--- config.mk ---
export PLATFORM = sky130hd
export DESIGN_NAME = pmsl_top
export DESIGN_NICKNAME = d
export VERILOG_FILES = /design/src/shared/pmsl_pkg.sv /design/src/core/pmsl_buf.sv /design/src/core/pmsl_mem.sv /design/src/core/pmsl_top.sv
export SDC_FILE = /design/constraint.sdc
export NUM_CORES = 1
export LEC_CHECK = 0
export BUFFER_PORTS_ARGS = -buffer_cell sky130_fd_sc_hd__buf_4
export CORE_AREA = 2 2 214 216
export CTS_CLUSTER_DIAMETER = 50
export CTS_CLUSTER_SIZE = 8
export DETAILED_ROUTE_END_ITERATION = 8
export DIE_AREA = 0 0 216 218
export GPL_TIMING_DRIVEN = 0
export HOLD_SLACK_MARGIN = 0.12
export PLACE_DENSITY_LB_ADDON = 0.2
export SLEW_MARGIN = 15
export SYNTH_ARGS = -nofsm -noshare
export SYNTH_HDL_FRONTEND = slang
export SYNTH_HIERARCHICAL = 1
export SYNTH_SLANG_ARGS = --single-unit
--- constraint.sdc ---
create_clock -name CLOCK -period 17.9 [get_ports CLOCK]
set_input_delay 0.895 -clock CLOCK [delete_from_list [all_inputs] [get_ports CLOCK]]
set_output_delay 0.895 -clock CLOCK [all_outputs]
set_load 0.01 [all_outputs]
--- src/shared/pmsl_pkg.sv ---
// Shared constants and types of the power meter status logger
// Operation
// - Stamp each record with calendar date and time
// - Serial number is first record field
// - Record status equals machine state register
// - Status bits 0-3: fail, alarm, over, under
// - Bit 5 output state; 6-9 individual failures
// - Measurements follow in the fixed field order
// - Output type: mode bit and quantity code
// - Output type bits 5-11 select fault sources
// - Threshold mode bits 12-13, manual bit 14
// - Output type follows USB or RS485 writes
// - All switches zero selects stored address and baud
// - Switches reach address 62 and few bauds
// - Holding register writes change address and baud when all switches are zero
// - Fail lamp shows any enabled active failure
// - Receive and transmit lamps blink on traffic
// - Output lamp follows the digital output
// - Baud 1200-115200, parity, one or two stops
// - Log interval from 1 s to about 18 h
package pmsl_pkg;

  // ****************************************************************
  // Holding register map
  // ****************************************************************
  localparam logic [15:0] HR_STATE = 16'h9c45;
  localparam logic [15:0] HR_OUT_TYPE = 16'h9c46;
  localparam logic [15:0] HR_LOG_INTERVAL = 16'h9c47;
  localparam logic [15:0] HR_MODBUS_ADDR = 16'h9c48;
  localparam logic [15:0] HR_COMM = 16'h9c49;

  // ****************************************************************
  // Field positions and reset values
  // ****************************************************************
  localparam int OT_FAULT_LSB = 5;
  localparam int OT_FAULT_MSB = 11;
  localparam logic [15:0] OT_WRITE_MASK = 16'h7fff;
  localparam logic [15:0] OT_RESET = 16'h0000;
  localparam logic [15:0] INTERVAL_RESET = 16'h0000;
  localparam logic [7:0] ADDR_RESET = 8'h01;
  localparam logic [5:0] COMM_RESET = 6'h03;
  localparam logic [5:0] SW_ADDR_MAX = 6'h3e;

  // ****************************************************************
  // Record layout
  // ****************************************************************
  localparam logic [4:0] IDX_STATUS = 5'h08;
  localparam logic [4:0] IDX_MEAS = 5'h09;
  localparam logic [4:0] IDX_OUT_TYPE = 5'h16;
  localparam logic [3:0] MEAS_LAST = 4'hc;

  // ****************************************************************
  // Timing
  // ****************************************************************
  localparam int CLOCK_KHZ = 100000;
  localparam int BLINK_MS = 50;
  localparam int BLINK_CYCLES = BLINK_MS * CLOCK_KHZ;

  // Serial line settings
  typedef enum logic [2:0] {
    BAUD_1200 = 3'h0, BAUD_2400 = 3'h1, BAUD_4800 = 3'h2, BAUD_9600 = 3'h3,
    BAUD_19200 = 3'h4, BAUD_38400 = 3'h5, BAUD_57600 = 3'h6, BAUD_115200 = 3'h7
  } pmsl_baud_t;

  typedef struct packed {
    logic alarm;
    logic over_range;
    logic under_range_fault;
    logic dout_state;
    logic measurement_chain_fault;
    logic log_fault;
    logic rtc_fault;
    logic nvm_fault;
  } pmsl_faults_t;

  typedef struct packed {
    logic [15:0] year;
    logic [7:0] month;
    logic [7:0] day;
    logic [7:0] hour;
    logic [7:0] minute;
    logic [7:0] second;
  } pmsl_rtc_t;

  // Peak V, peak I, RMS V, RMS I, P, Q, S, PF, freq, E tot, E+, E-, out value
  typedef logic [12:0][15:0] pmsl_meas_t;

  typedef struct packed {
    logic last;
    logic [15:0] data;
  } pmsl_log_word_t;

endpackage

--- src/core/pmsl_buf.sv ---
// Two-entry buffer between the record formatter and the USB writer
module pmsl_buf (
  input wire logic clock,
  input wire logic reset,
  input wire pmsl_pkg::pmsl_log_word_t in_data,
  input wire logic in_valid,
  output logic in_ready,
  output pmsl_pkg::pmsl_log_word_t out_data,
  output logic out_valid,
  input wire logic out_ready
);

  pmsl_pkg::pmsl_log_word_t spare_reg;
  logic spare_valid_reg;
  wire push = in_valid && in_ready;
  wire pop = out_valid && out_ready;

  // Head feeds the output; spare holds a word taken while the head stalls
  always_ff @(posedge clock or posedge reset)
  begin
    if (reset)
    begin
      out_data <= '0;
      out_valid <= 1'b0;
      spare_reg <= '0;
      spare_valid_reg <= 1'b0;
      in_ready <= 1'b1;
    end
    else
    begin
      if (!out_valid || pop)
      begin
        out_valid <= spare_valid_reg || push;
        out_data <= spare_valid_reg ? spare_reg : in_data;
        spare_valid_reg <= spare_valid_reg && push;
        spare_reg <= in_data;
        in_ready <= 1'b1;
      end
      else if (push)
      begin
        spare_reg <= in_data;
        spare_valid_reg <= 1'b1;
        in_ready <= 1'b0; // Both slots full: stall the formatter
      end
    end
  end

endmodule

--- src/core/pmsl_mem.sv ---
// Snapshot store for the measurement words of one record
module pmsl_mem (
  input wire logic clock,
  input wire logic wr_en,
  input wire logic [3:0] wr_addr,
  input wire logic [15:0] wr_data,
  input wire logic [3:0] rd_addr,
  output logic [15:0] rd_data
);

  logic [15:0] mem [0:15];

  // Registered read, one cycle of latency
  always_ff @(posedge clock)
  begin
    if (wr_en)
    begin
      mem[wr_addr] <= wr_data;
    end
    rd_data <= mem[rd_addr];
  end

endmodule

--- src/core/pmsl_top.sv ---
// Status word, output type, comm settings, lamps and log record formatter
module pmsl_top #(
  parameter int BLINK_CYCLES = pmsl_pkg::BLINK_CYCLES,
  parameter logic [31:0] SERIAL_NUMBER = 32'h0000_0001 // Arbitrary value
) (
  input wire logic CLOCK,
  input wire logic RESET,
  input wire pmsl_pkg::pmsl_faults_t FAULTS,
  input wire pmsl_pkg::pmsl_rtc_t RTC,
  input wire logic RTC_SEC_TICK,
  input wire pmsl_pkg::pmsl_meas_t MEAS,
  input wire logic [7:0] DIP_SWITCH,
  input wire logic RS485_RX_LINE,
  input wire logic RS485_TX_LINE,
  input wire logic NV_LOAD,
  input wire logic [7:0] NV_ADDR,
  input wire logic [5:0] NV_COMM,
  input wire logic CFG_WR,
  input wire logic [15:0] CFG_WDATA,
  input wire logic [15:0] HREG_ADDR,
  input wire logic HREG_WR,
  input wire logic HREG_RD,
  input wire logic [15:0] HREG_WDATA,
  output logic [15:0] HREG_RDATA,
  output logic HREG_ACK,
  output pmsl_pkg::pmsl_log_word_t LOG_WORD,
  output logic LOG_VALID,
  input wire logic LOG_READY,
  output logic [7:0] MODBUS_ADDR,
  output pmsl_pkg::pmsl_baud_t BAUD_CODE,
  output logic [1:0] PARITY,
  output logic STOP_TWO,
  output logic [15:0] OUTPUT_TYPE,
  output logic [15:0] MACHINE_STATE,
  output logic LED_FAIL,
  output logic LED_RX,
  output logic LED_TX,
  output logic LED_DOUT
);

  // ****************************************************************
  // Status word
  // ****************************************************************
  wire any_fail = FAULTS.measurement_chain_fault || FAULTS.log_fault ||
                  FAULTS.rtc_fault || FAULTS.nvm_fault;
  wire [15:0] state_next = {6'h00,
                            FAULTS.nvm_fault, FAULTS.rtc_fault, FAULTS.log_fault,
                            FAULTS.measurement_chain_fault,
                            FAULTS.dout_state, 1'b0,
                            FAULTS.under_range_fault, FAULTS.over_range,
                            FAULTS.alarm, any_fail};

  // ****************************************************************
  // Holding register decode
  // ****************************************************************
  wire wr_ot = HREG_WR && (HREG_ADDR == pmsl_pkg::HR_OUT_TYPE);
  wire wr_int = HREG_WR && (HREG_ADDR == pmsl_pkg::HR_LOG_INTERVAL);
  wire wr_addr = HREG_WR && (HREG_ADDR == pmsl_pkg::HR_MODBUS_ADDR);
  wire wr_comm = HREG_WR && (HREG_ADDR == pmsl_pkg::HR_COMM);

  logic [15:0] out_type_reg;
  logic [15:0] interval_reg;
  logic [7:0] addr_store_reg;
  logic [5:0] comm_store_reg;

  // USB configuration wins a same-cycle clash with the serial write
  wire [15:0] out_type_next = CFG_WR ? (CFG_WDATA & pmsl_pkg::OT_WRITE_MASK) :
                              wr_ot ? (HREG_WDATA & pmsl_pkg::OT_WRITE_MASK) :
                              out_type_reg;
  wire [15:0] rd_mux =
    (HREG_ADDR == pmsl_pkg::HR_STATE) ? MACHINE_STATE :
    (HREG_ADDR == pmsl_pkg::HR_OUT_TYPE) ? out_type_reg :
    (HREG_ADDR == pmsl_pkg::HR_LOG_INTERVAL) ? interval_reg :
    (HREG_ADDR == pmsl_pkg::HR_MODBUS_ADDR) ? {8'h00, addr_store_reg} :
    (HREG_ADDR == pmsl_pkg::HR_COMM) ? {10'h000, comm_store_reg} :
    16'h0000; // Unmapped reads as zero

  // Configuration registers
  always_ff @(posedge CLOCK or posedge RESET)
  begin
    if (RESET)
    begin
      out_type_reg <= pmsl_pkg::OT_RESET;
      interval_reg <= pmsl_pkg::INTERVAL_RESET;
      addr_store_reg <= pmsl_pkg::ADDR_RESET;
      comm_store_reg <= pmsl_pkg::COMM_RESET;
    end
    else
    begin
      out_type_reg <= out_type_next;
      if (wr_int)
        interval_reg <= HREG_WDATA;
      if (wr_addr)
        addr_store_reg <= HREG_WDATA[7:0];
      else if (NV_LOAD)
        addr_store_reg <= NV_ADDR;
      if (wr_comm)
        comm_store_reg <= HREG_WDATA[5:0];
      else if (NV_LOAD)
        comm_store_reg <= NV_COMM;
    end
  end

  // Bus answer and visible state, one cycle after the strobe
  always_ff @(posedge CLOCK or posedge RESET)
  begin
    if (RESET)
    begin
      HREG_RDATA <= 16'h0000;
      HREG_ACK <= 1'b0;
      MACHINE_STATE <= 16'h0000;
      OUTPUT_TYPE <= pmsl_pkg::OT_RESET;
    end
    else
    begin
      HREG_ACK <= HREG_RD || HREG_WR;
      if (HREG_RD)
        HREG_RDATA <= rd_mux;
      MACHINE_STATE <= state_next;
      OUTPUT_TYPE <= out_type_next;
    end
  end

  // ****************************************************************
  // Switch synchroniser and address/baud source
  // ****************************************************************
  logic [7:0] dip_meta_reg;
  logic [7:0] dip_reg;

  always_ff @(posedge CLOCK or posedge RESET)
  begin
    if (RESET)
    begin
      dip_meta_reg <= 8'h00;
      dip_reg <= 8'h00;
    end
    else
    begin
      dip_meta_reg <= DIP_SWITCH;
      dip_reg <= dip_meta_reg;
    end
  end

  // Switches give only four common rates; the rest need stored settings
  wire sw_zero = (dip_reg == 8'h00);
  wire [5:0] sw_addr = (dip_reg[5:0] > pmsl_pkg::SW_ADDR_MAX) ?
                       pmsl_pkg::SW_ADDR_MAX : dip_reg[5:0];
  wire pmsl_pkg::pmsl_baud_t sw_baud =
    (dip_reg[7:6] == 2'h0) ? pmsl_pkg::BAUD_9600 :
    (dip_reg[7:6] == 2'h1) ? pmsl_pkg::BAUD_19200 :
    (dip_reg[7:6] == 2'h2) ? pmsl_pkg::BAUD_38400 :
    pmsl_pkg::BAUD_115200;
  wire pmsl_pkg::pmsl_baud_t nv_baud = pmsl_pkg::pmsl_baud_t'(comm_store_reg[2:0]);

  // Effective link settings
  always_ff @(posedge CLOCK or posedge RESET)
  begin
    if (RESET)
    begin
      MODBUS_ADDR <= pmsl_pkg::ADDR_RESET;
      BAUD_CODE <= pmsl_pkg::BAUD_9600;
      PARITY <= 2'h0;
      STOP_TWO <= 1'b0;
    end
    else
    begin
      MODBUS_ADDR <= sw_zero ? addr_store_reg : {2'h0, sw_addr};
      BAUD_CODE <= sw_zero ? nv_baud : sw_baud;
      PARITY <= comm_store_reg[4:3];
      STOP_TWO <= comm_store_reg[5];
    end
  end

  // ****************************************************************
  // Indicators
  // ****************************************************************
  wire [6:0] fail_src = {FAULTS.alarm, FAULTS.nvm_fault, FAULTS.rtc_fault,
                         FAULTS.log_fault, FAULTS.measurement_chain_fault,
                         FAULTS.over_range, FAULTS.under_range_fault};
  wire [6:0] fail_en = out_type_reg[pmsl_pkg::OT_FAULT_MSB:pmsl_pkg::OT_FAULT_LSB];
  wire [1:0] line_in = {RS485_TX_LINE, RS485_RX_LINE};
  logic [1:0] act_led;
  logic [23:0] blink_cnt_reg;
  logic blink_phase_reg;

  // Shared blink divider keeps both lamps in step
  always_ff @(posedge CLOCK or posedge RESET)
  begin
    if (RESET)
    begin
      blink_cnt_reg <= 24'h000000;
      blink_phase_reg <= 1'b0;
    end
    else if (blink_cnt_reg == 24'(BLINK_CYCLES - 1))
    begin
      blink_cnt_reg <= 24'h000000;
      blink_phase_reg <= !blink_phase_reg;
    end
    else
      blink_cnt_reg <= blink_cnt_reg + 24'h000001;
  end

  // Per line: sync, edge detect, retriggered activity window
  for (genvar ch = 0; ch < 2; ch++)
  begin : g_line
    logic meta_reg;
    logic sync_reg;
    logic prev_reg;
    logic [24:0] hold_reg;
    always_ff @(posedge CLOCK or posedge RESET)
    begin
      if (RESET)
      begin
        meta_reg <= 1'b1;
        sync_reg <= 1'b1;
        prev_reg <= 1'b1;
        hold_reg <= 25'h0000000;
      end
      else
      begin
        meta_reg <= line_in[ch];
        sync_reg <= meta_reg;
        prev_reg <= sync_reg;
        if (sync_reg != prev_reg)
          hold_reg <= 25'(2 * BLINK_CYCLES);
        else if (hold_reg != 25'h0000000)
          hold_reg <= hold_reg - 25'h0000001;
      end
    end
    assign act_led[ch] = (hold_reg != 25'h0000000) && blink_phase_reg;
  end

  // Lamp registers
  always_ff @(posedge CLOCK or posedge RESET)
  begin
    if (RESET)
    begin
      LED_FAIL <= 1'b0;
      LED_RX <= 1'b0;
      LED_TX <= 1'b0;
      LED_DOUT <= 1'b0;
    end
    else
    begin
      LED_FAIL <= |(fail_src & fail_en);
      LED_RX <= act_led[0];
      LED_TX <= act_led[1];
      LED_DOUT <= FAULTS.dout_state;
    end
  end

  // ****************************************************************
  // Log interval timer
  // ****************************************************************
  logic [15:0] sec_cnt_reg;
  logic trig_pend_reg;
  wire interval_hit = RTC_SEC_TICK && (interval_reg != 16'h0000) &&
                      (sec_cnt_reg + 16'h0001 >= interval_reg);

  // ****************************************************************
  // Record formatter
  // ****************************************************************
  typedef enum logic [3:0] {
    ST_IDLE = 4'b0001,
    ST_CAPT = 4'b0010,
    ST_FETCH = 4'b0100,
    ST_PUSH = 4'b1000
  } pmsl_fmt_state_t;

  pmsl_fmt_state_t state_reg;
  pmsl_fmt_state_t state_next_w;
  logic [4:0] idx_reg;
  pmsl_pkg::pmsl_rtc_t stamp_reg;
  logic [15:0] rec_state_reg;
  logic [15:0] rec_type_reg;
  logic [15:0] mem_rdata;
  logic buf_ready;
  pmsl_pkg::pmsl_log_word_t push_word;

  wire [3:0] cap_idx = idx_reg[3:0];
  wire [3:0] meas_rd = 4'(idx_reg - pmsl_pkg::IDX_MEAS);
  wire push_valid = (state_reg == ST_PUSH);
  wire push_done = push_valid && buf_ready;
  wire last_word = (idx_reg == pmsl_pkg::IDX_OUT_TYPE);

  // Word selection in record order
  assign push_word.last = last_word;
  assign push_word.data =
    (idx_reg == 5'h00) ? SERIAL_NUMBER[31:16] :
    (idx_reg == 5'h01) ? SERIAL_NUMBER[15:0] :
    (idx_reg == 5'h02) ? stamp_reg.year :
    (idx_reg == 5'h03) ? {8'h00, stamp_reg.month} :
    (idx_reg == 5'h04) ? {8'h00, stamp_reg.day} :
    (idx_reg == 5'h05) ? {8'h00, stamp_reg.hour} :
    (idx_reg == 5'h06) ? {8'h00, stamp_reg.minute} :
    (idx_reg == 5'h07) ? {8'h00, stamp_reg.second} :
    (idx_reg == pmsl_pkg::IDX_STATUS) ? rec_state_reg :
    last_word ? rec_type_reg : mem_rdata;

  // Next state
  always_comb
  begin
    state_next_w = state_reg;
    case (state_reg)
      ST_IDLE:
        if (trig_pend_reg)
          state_next_w = ST_CAPT;
      ST_CAPT:
        if (cap_idx == pmsl_pkg::MEAS_LAST)
          state_next_w = ST_FETCH;
      ST_FETCH:
        state_next_w = ST_PUSH;
      ST_PUSH:
        if (push_done)
          state_next_w = last_word ? ST_IDLE : ST_FETCH;
      default:
        state_next_w = ST_IDLE;
    endcase
  end

  // Sequencer registers; a tick during a record leaves the request pending
  always_ff @(posedge CLOCK or posedge RESET)
  begin
    if (RESET)
    begin
      state_reg <= ST_IDLE;
      idx_reg <= 5'h00;
      sec_cnt_reg <= 16'h0000;
      trig_pend_reg <= 1'b0;
      stamp_reg <= '0;
      rec_state_reg <= 16'h0000;
      rec_type_reg <= 16'h0000;
    end
    else
    begin
      state_reg <= state_next_w;
      if (interval_reg == 16'h0000 || interval_hit)
        sec_cnt_reg <= 16'h0000;
      else if (RTC_SEC_TICK)
        sec_cnt_reg <= sec_cnt_reg + 16'h0001;
      if (interval_hit)
        trig_pend_reg <= 1'b1; // Set wins over the clear below
      else if (state_reg == ST_IDLE)
        trig_pend_reg <= 1'b0;
      if (state_reg == ST_IDLE)
      begin
        idx_reg <= 5'h00;
        stamp_reg <= RTC;
        rec_state_reg <= MACHINE_STATE;
        rec_type_reg <= out_type_reg;
      end
      else if (state_reg == ST_CAPT)
        idx_reg <= (cap_idx == pmsl_pkg::MEAS_LAST) ? 5'h00 : idx_reg + 5'h01;
      else if (push_done)
        idx_reg <= idx_reg + 5'h01;
    end
  end

  pmsl_mem u_mem (
    .clock(CLOCK),
    .wr_en(state_reg == ST_CAPT),
    .wr_addr(cap_idx),
    .wr_data(MEAS[cap_idx]),
    .rd_addr(meas_rd),
    .rd_data(mem_rdata)
  );

  pmsl_buf u_buf (
    .clock(CLOCK),
    .reset(RESET),
    .in_data(push_word),
    .in_valid(push_valid),
    .in_ready(buf_ready),
    .out_data(LOG_WORD),
    .out_valid(LOG_VALID),
    .out_ready(LOG_READY)
  );

endmodule

==> flow_summary.toml <==
[power_and_ir_drop]
peakVddDrop_mv = 0.08224
p_clk_frac = 0.446
swShare = 0.2371
p_comb_frac = 0.086
powerDensity_nw_per_um2 = 97.37
p_int_w = 0.002515
leakagePower_nw = 14.23
p_sw_w = 0.0007819
power.total_w = 0.003297
p_seq_frac = 0.468

[die]
start_util = 0.6030
die_w_um = 216
core_area_sq_um = 44890
ios = 437
rows = 78
dieArea_sq_um = 47090
die_y_um = 218

[grt]
antenna_found_initial = 7
grt_pass1_wl_um = 120700
grt_usage = 0.3414
grt-ovfl-total = 0
grt_max_degree = 116
grt_pass1_vias = 20980

[worst_setup_path]
cp-start-kind = "register"
slowest_delay_ns = 0.80
path_depth = 13
cp.required_ns = 18.43
path_class = "reg -> reg"
cp_common_cell = "clkbuf_1"
slowest_stage = "clkbuf_1"
path_buf_inv = 5
worstPathCellList = "clkbuf_1 -> clkbuf_1 -> inv_1 -> ha_1 -> clkbuf_1 -> nand4b_1 -> inv_1 -> mux2i_1 -> o311ai_0 -> o2111ai_1 -> a221oi_1 -> mux2i_1 -> o21ai_0"
reg2reg_depth = 13
setup.worst_path.end_class = "register"
path_max_fanout = 10
cp_data_arrival_time_ns = 5.73
critPathTopFamily = "buffers and inverters"

[drt]
drt-initial-drc-count = 2166
drt-vias-per-instance = 6.162
postRouteAntennaNets = 0
drt_wl_total_um = 80590
drc = 0
vias = 20670
wl_per_cell_um = 24.03
drt-pass1-iter-count = 6

[clocking]
cts_made_buffers = 85
postCtsSetupRepairBufs = 0
postCtsHoldBufs = 0
h-tree-depth = 3
clock_latency_ns = 0.62
cts_buffer_depth = 3
root_buffer = "clkbuf_16"
clkTransAtPathRegs_ns = 0.05
clock-sinks = 600
post_cts_resized = 0
cts_tree = "yes"

[finish]
design_area_sq_um = 33860
area_delta_synth_final_pct = 25.08
seqCellArea_sq_um = 16230
finalNetCount = 3073
drive_gt1_frac = 0.2727
multi_input_area_sq_um = 10190
fill_cells = 2827
largest_reg_flops = 256
final_cells = 3354

[sta]
hold_violations = 0
relSlewSlack = 0.2355
setup_violations = 0
fmax_mhz = 192.2
tightestPinTransition_ns = 1.139
finalCriticalPeriod_ns = 5.202
setup_ws_ns = 12.70
finClkSkew_ns = 0.02589
slew_violations = 0
finalCritPeriodShare = 0.2906
rsz0062_at_grt = "false"
finalSetupTns_ns = 0

[synth]
yosys.cell_types.count = 78
ys_warn_count = 6
ys_top_cells_by_area = "dfrtp_1, edfxtp_1, mux4_2"
synth.largest_area_cell = "dfrtp_1"
netlist_area_sq_um = 27070
ys_ff_latch = 600
avgSynthCellArea_sq_um = 12.59
synth_edf_count = 256
synth_ff_type = "dfrtp_1"
ys_async_sr_fraction = 0.5467
synth.top_cell.area_share = 0.2903
postSynthCellCount = 2151
synth_seq_area_share = 0.5996

[place]
place_inst = 3208
place_ws_ns = 12.97
gp_congestion = 0.9577
place_area_sq_um = 31410
port-buffer-count = 425
hpwl_um = 58300

[hold_path]
hold_class = "reg -> reg"
hold_path_depth = 0

[status]
outcome = "completed"

[job]
maxCapViolCount = 0
==> final timing paths <==
kind | startpoint | to | slack [ns]
max reg2reg | idx_reg[0] | u_buf/out_data[4] | 12.70
min | dip_meta_reg[2] | dip_reg[2] | 0.34
min reg2reg | dip_meta_reg[2] | dip_reg[2] | 0.34
min in group asynchronous | RESET | LED_RX | 0.39
max | idx_reg[0] | u_buf/out_data[4] | 12.70
max in group asynchronous | RESET | sec_cnt_reg[7] | 16.50
==> area by class of cell <==
cell class,count,share of cell area
buffer,122,0.01700
sequential,600,0.4794
antenna,7,0.0005173
inverter,43,0.004988
multi-input combinational,1393,0.3010
clock buffer,132,0.06865
timing repair buffer,450,0.1033
tap,600,0.02217
clock inverter,7,0.003030
==> layout by cell type, fill, tap and decap left out, types with 12 or more instances in the layout <==
cell and instances:
buf_4 447, nand2_1 395, dfrtp_1 314, edfxtp_1 256, clkbuf_1 130, nor2_1 121
mux4_2 102, clkbuf_16 86, o21ai_0 74, mux2i_1 72, a22oi_1 62, a21oi_1 54
nand3_1 43, xnor2_1 42, inv_1 41, xor2_1 38, nor3_1 36, ha_1 26
and3_1 19, nor4_1 18, buf_6 16, dfxtp_1 16, nand4_1 15, o21ai_1 15
dfstp_2 14, nor2b_1 14, mux2_2 12, and2_1 12, a21o_1 12, o22ai_1 12
a22o_1 12, nor2_2 12
==> power groups by stage <==
| stage | Sequential (W) | Clock (W) | Combinational, W |
|---|---|---|---|
| 2_1_floorplan | 0.00155 | 0 | 0.000149 |
| 3_3_place_gp | 0.00156 | 0 | 0.000264 |
| 3_5_place_dp | 0.00157 | 0 | 0.000278 |
| 4_1_cts | 0.00154 | 0.00148 | 0.000280 |
| 5_1_grt | 0.00155 | 0.00155 | 0.000308 |
| 6_report | 0.00154 | 0.00147 | 0.000282 |
==> cell usage after synthesis (14+ instances only) <==
master	instances
a21oi_1	54
a22oi_1	62
and3_1	19
buf_4	14
clkbuf_1	84
dfrtp_1	314
dfstp_2	14
dfxtp_1	16
edfxtp_1	256
ha_1	26
inv_1	43
mux2i_1	72
mux4_2	102
nand2_1	395
nand3_1	43
nand4_1	15
nor2_1	133
nor2b_1	14
nor3_1	40
nor4_1	18
o21ai_0	90
xnor2_1	42
xor2_1	38
==> metrics by stage <==
step | utilization | hold WS [ns]
2_1_floorplan | - | 0.3312
3_3_place_gp | 0.6914 | 0.3321
3_5_place_dp | 0.6996 | 0.3355
4_1_cts | 0.7537 | 0.3433
5_1_grt | 0.7543 | 0.3468
6_report | 0.7543 | 0.3448
==> kinds of logic after synthesis <==
group / after synthesis / share of synthesized area
AOI/OAI and AO/OA: 314 / 0.07557
xor gates and xnor gates: 80 / 0.02588
adders and majority gates: 26 / 0.01202
buffers and inverters: 165 / 0.02722
DFF: 600 / 0.5996
muxes: 206 / 0.1317
other: 1 / 0.0001385
and+or+nand+nor: 759 / 0.1278
==> metal layers <==
metal | global-route usage | wire length [um] | vias up
li1 | - | - | 8986
met1 | 0.4238 | 29540 | 10230
met2 | 0.5662 | 39960 | 1218
met3 | 0.07183 | 6871 | 231
met4 | 0.1861 | 4214 | 0
met5 | 0 | 0 | -
No activity file was read; power rests on OpenSTA's default activity.
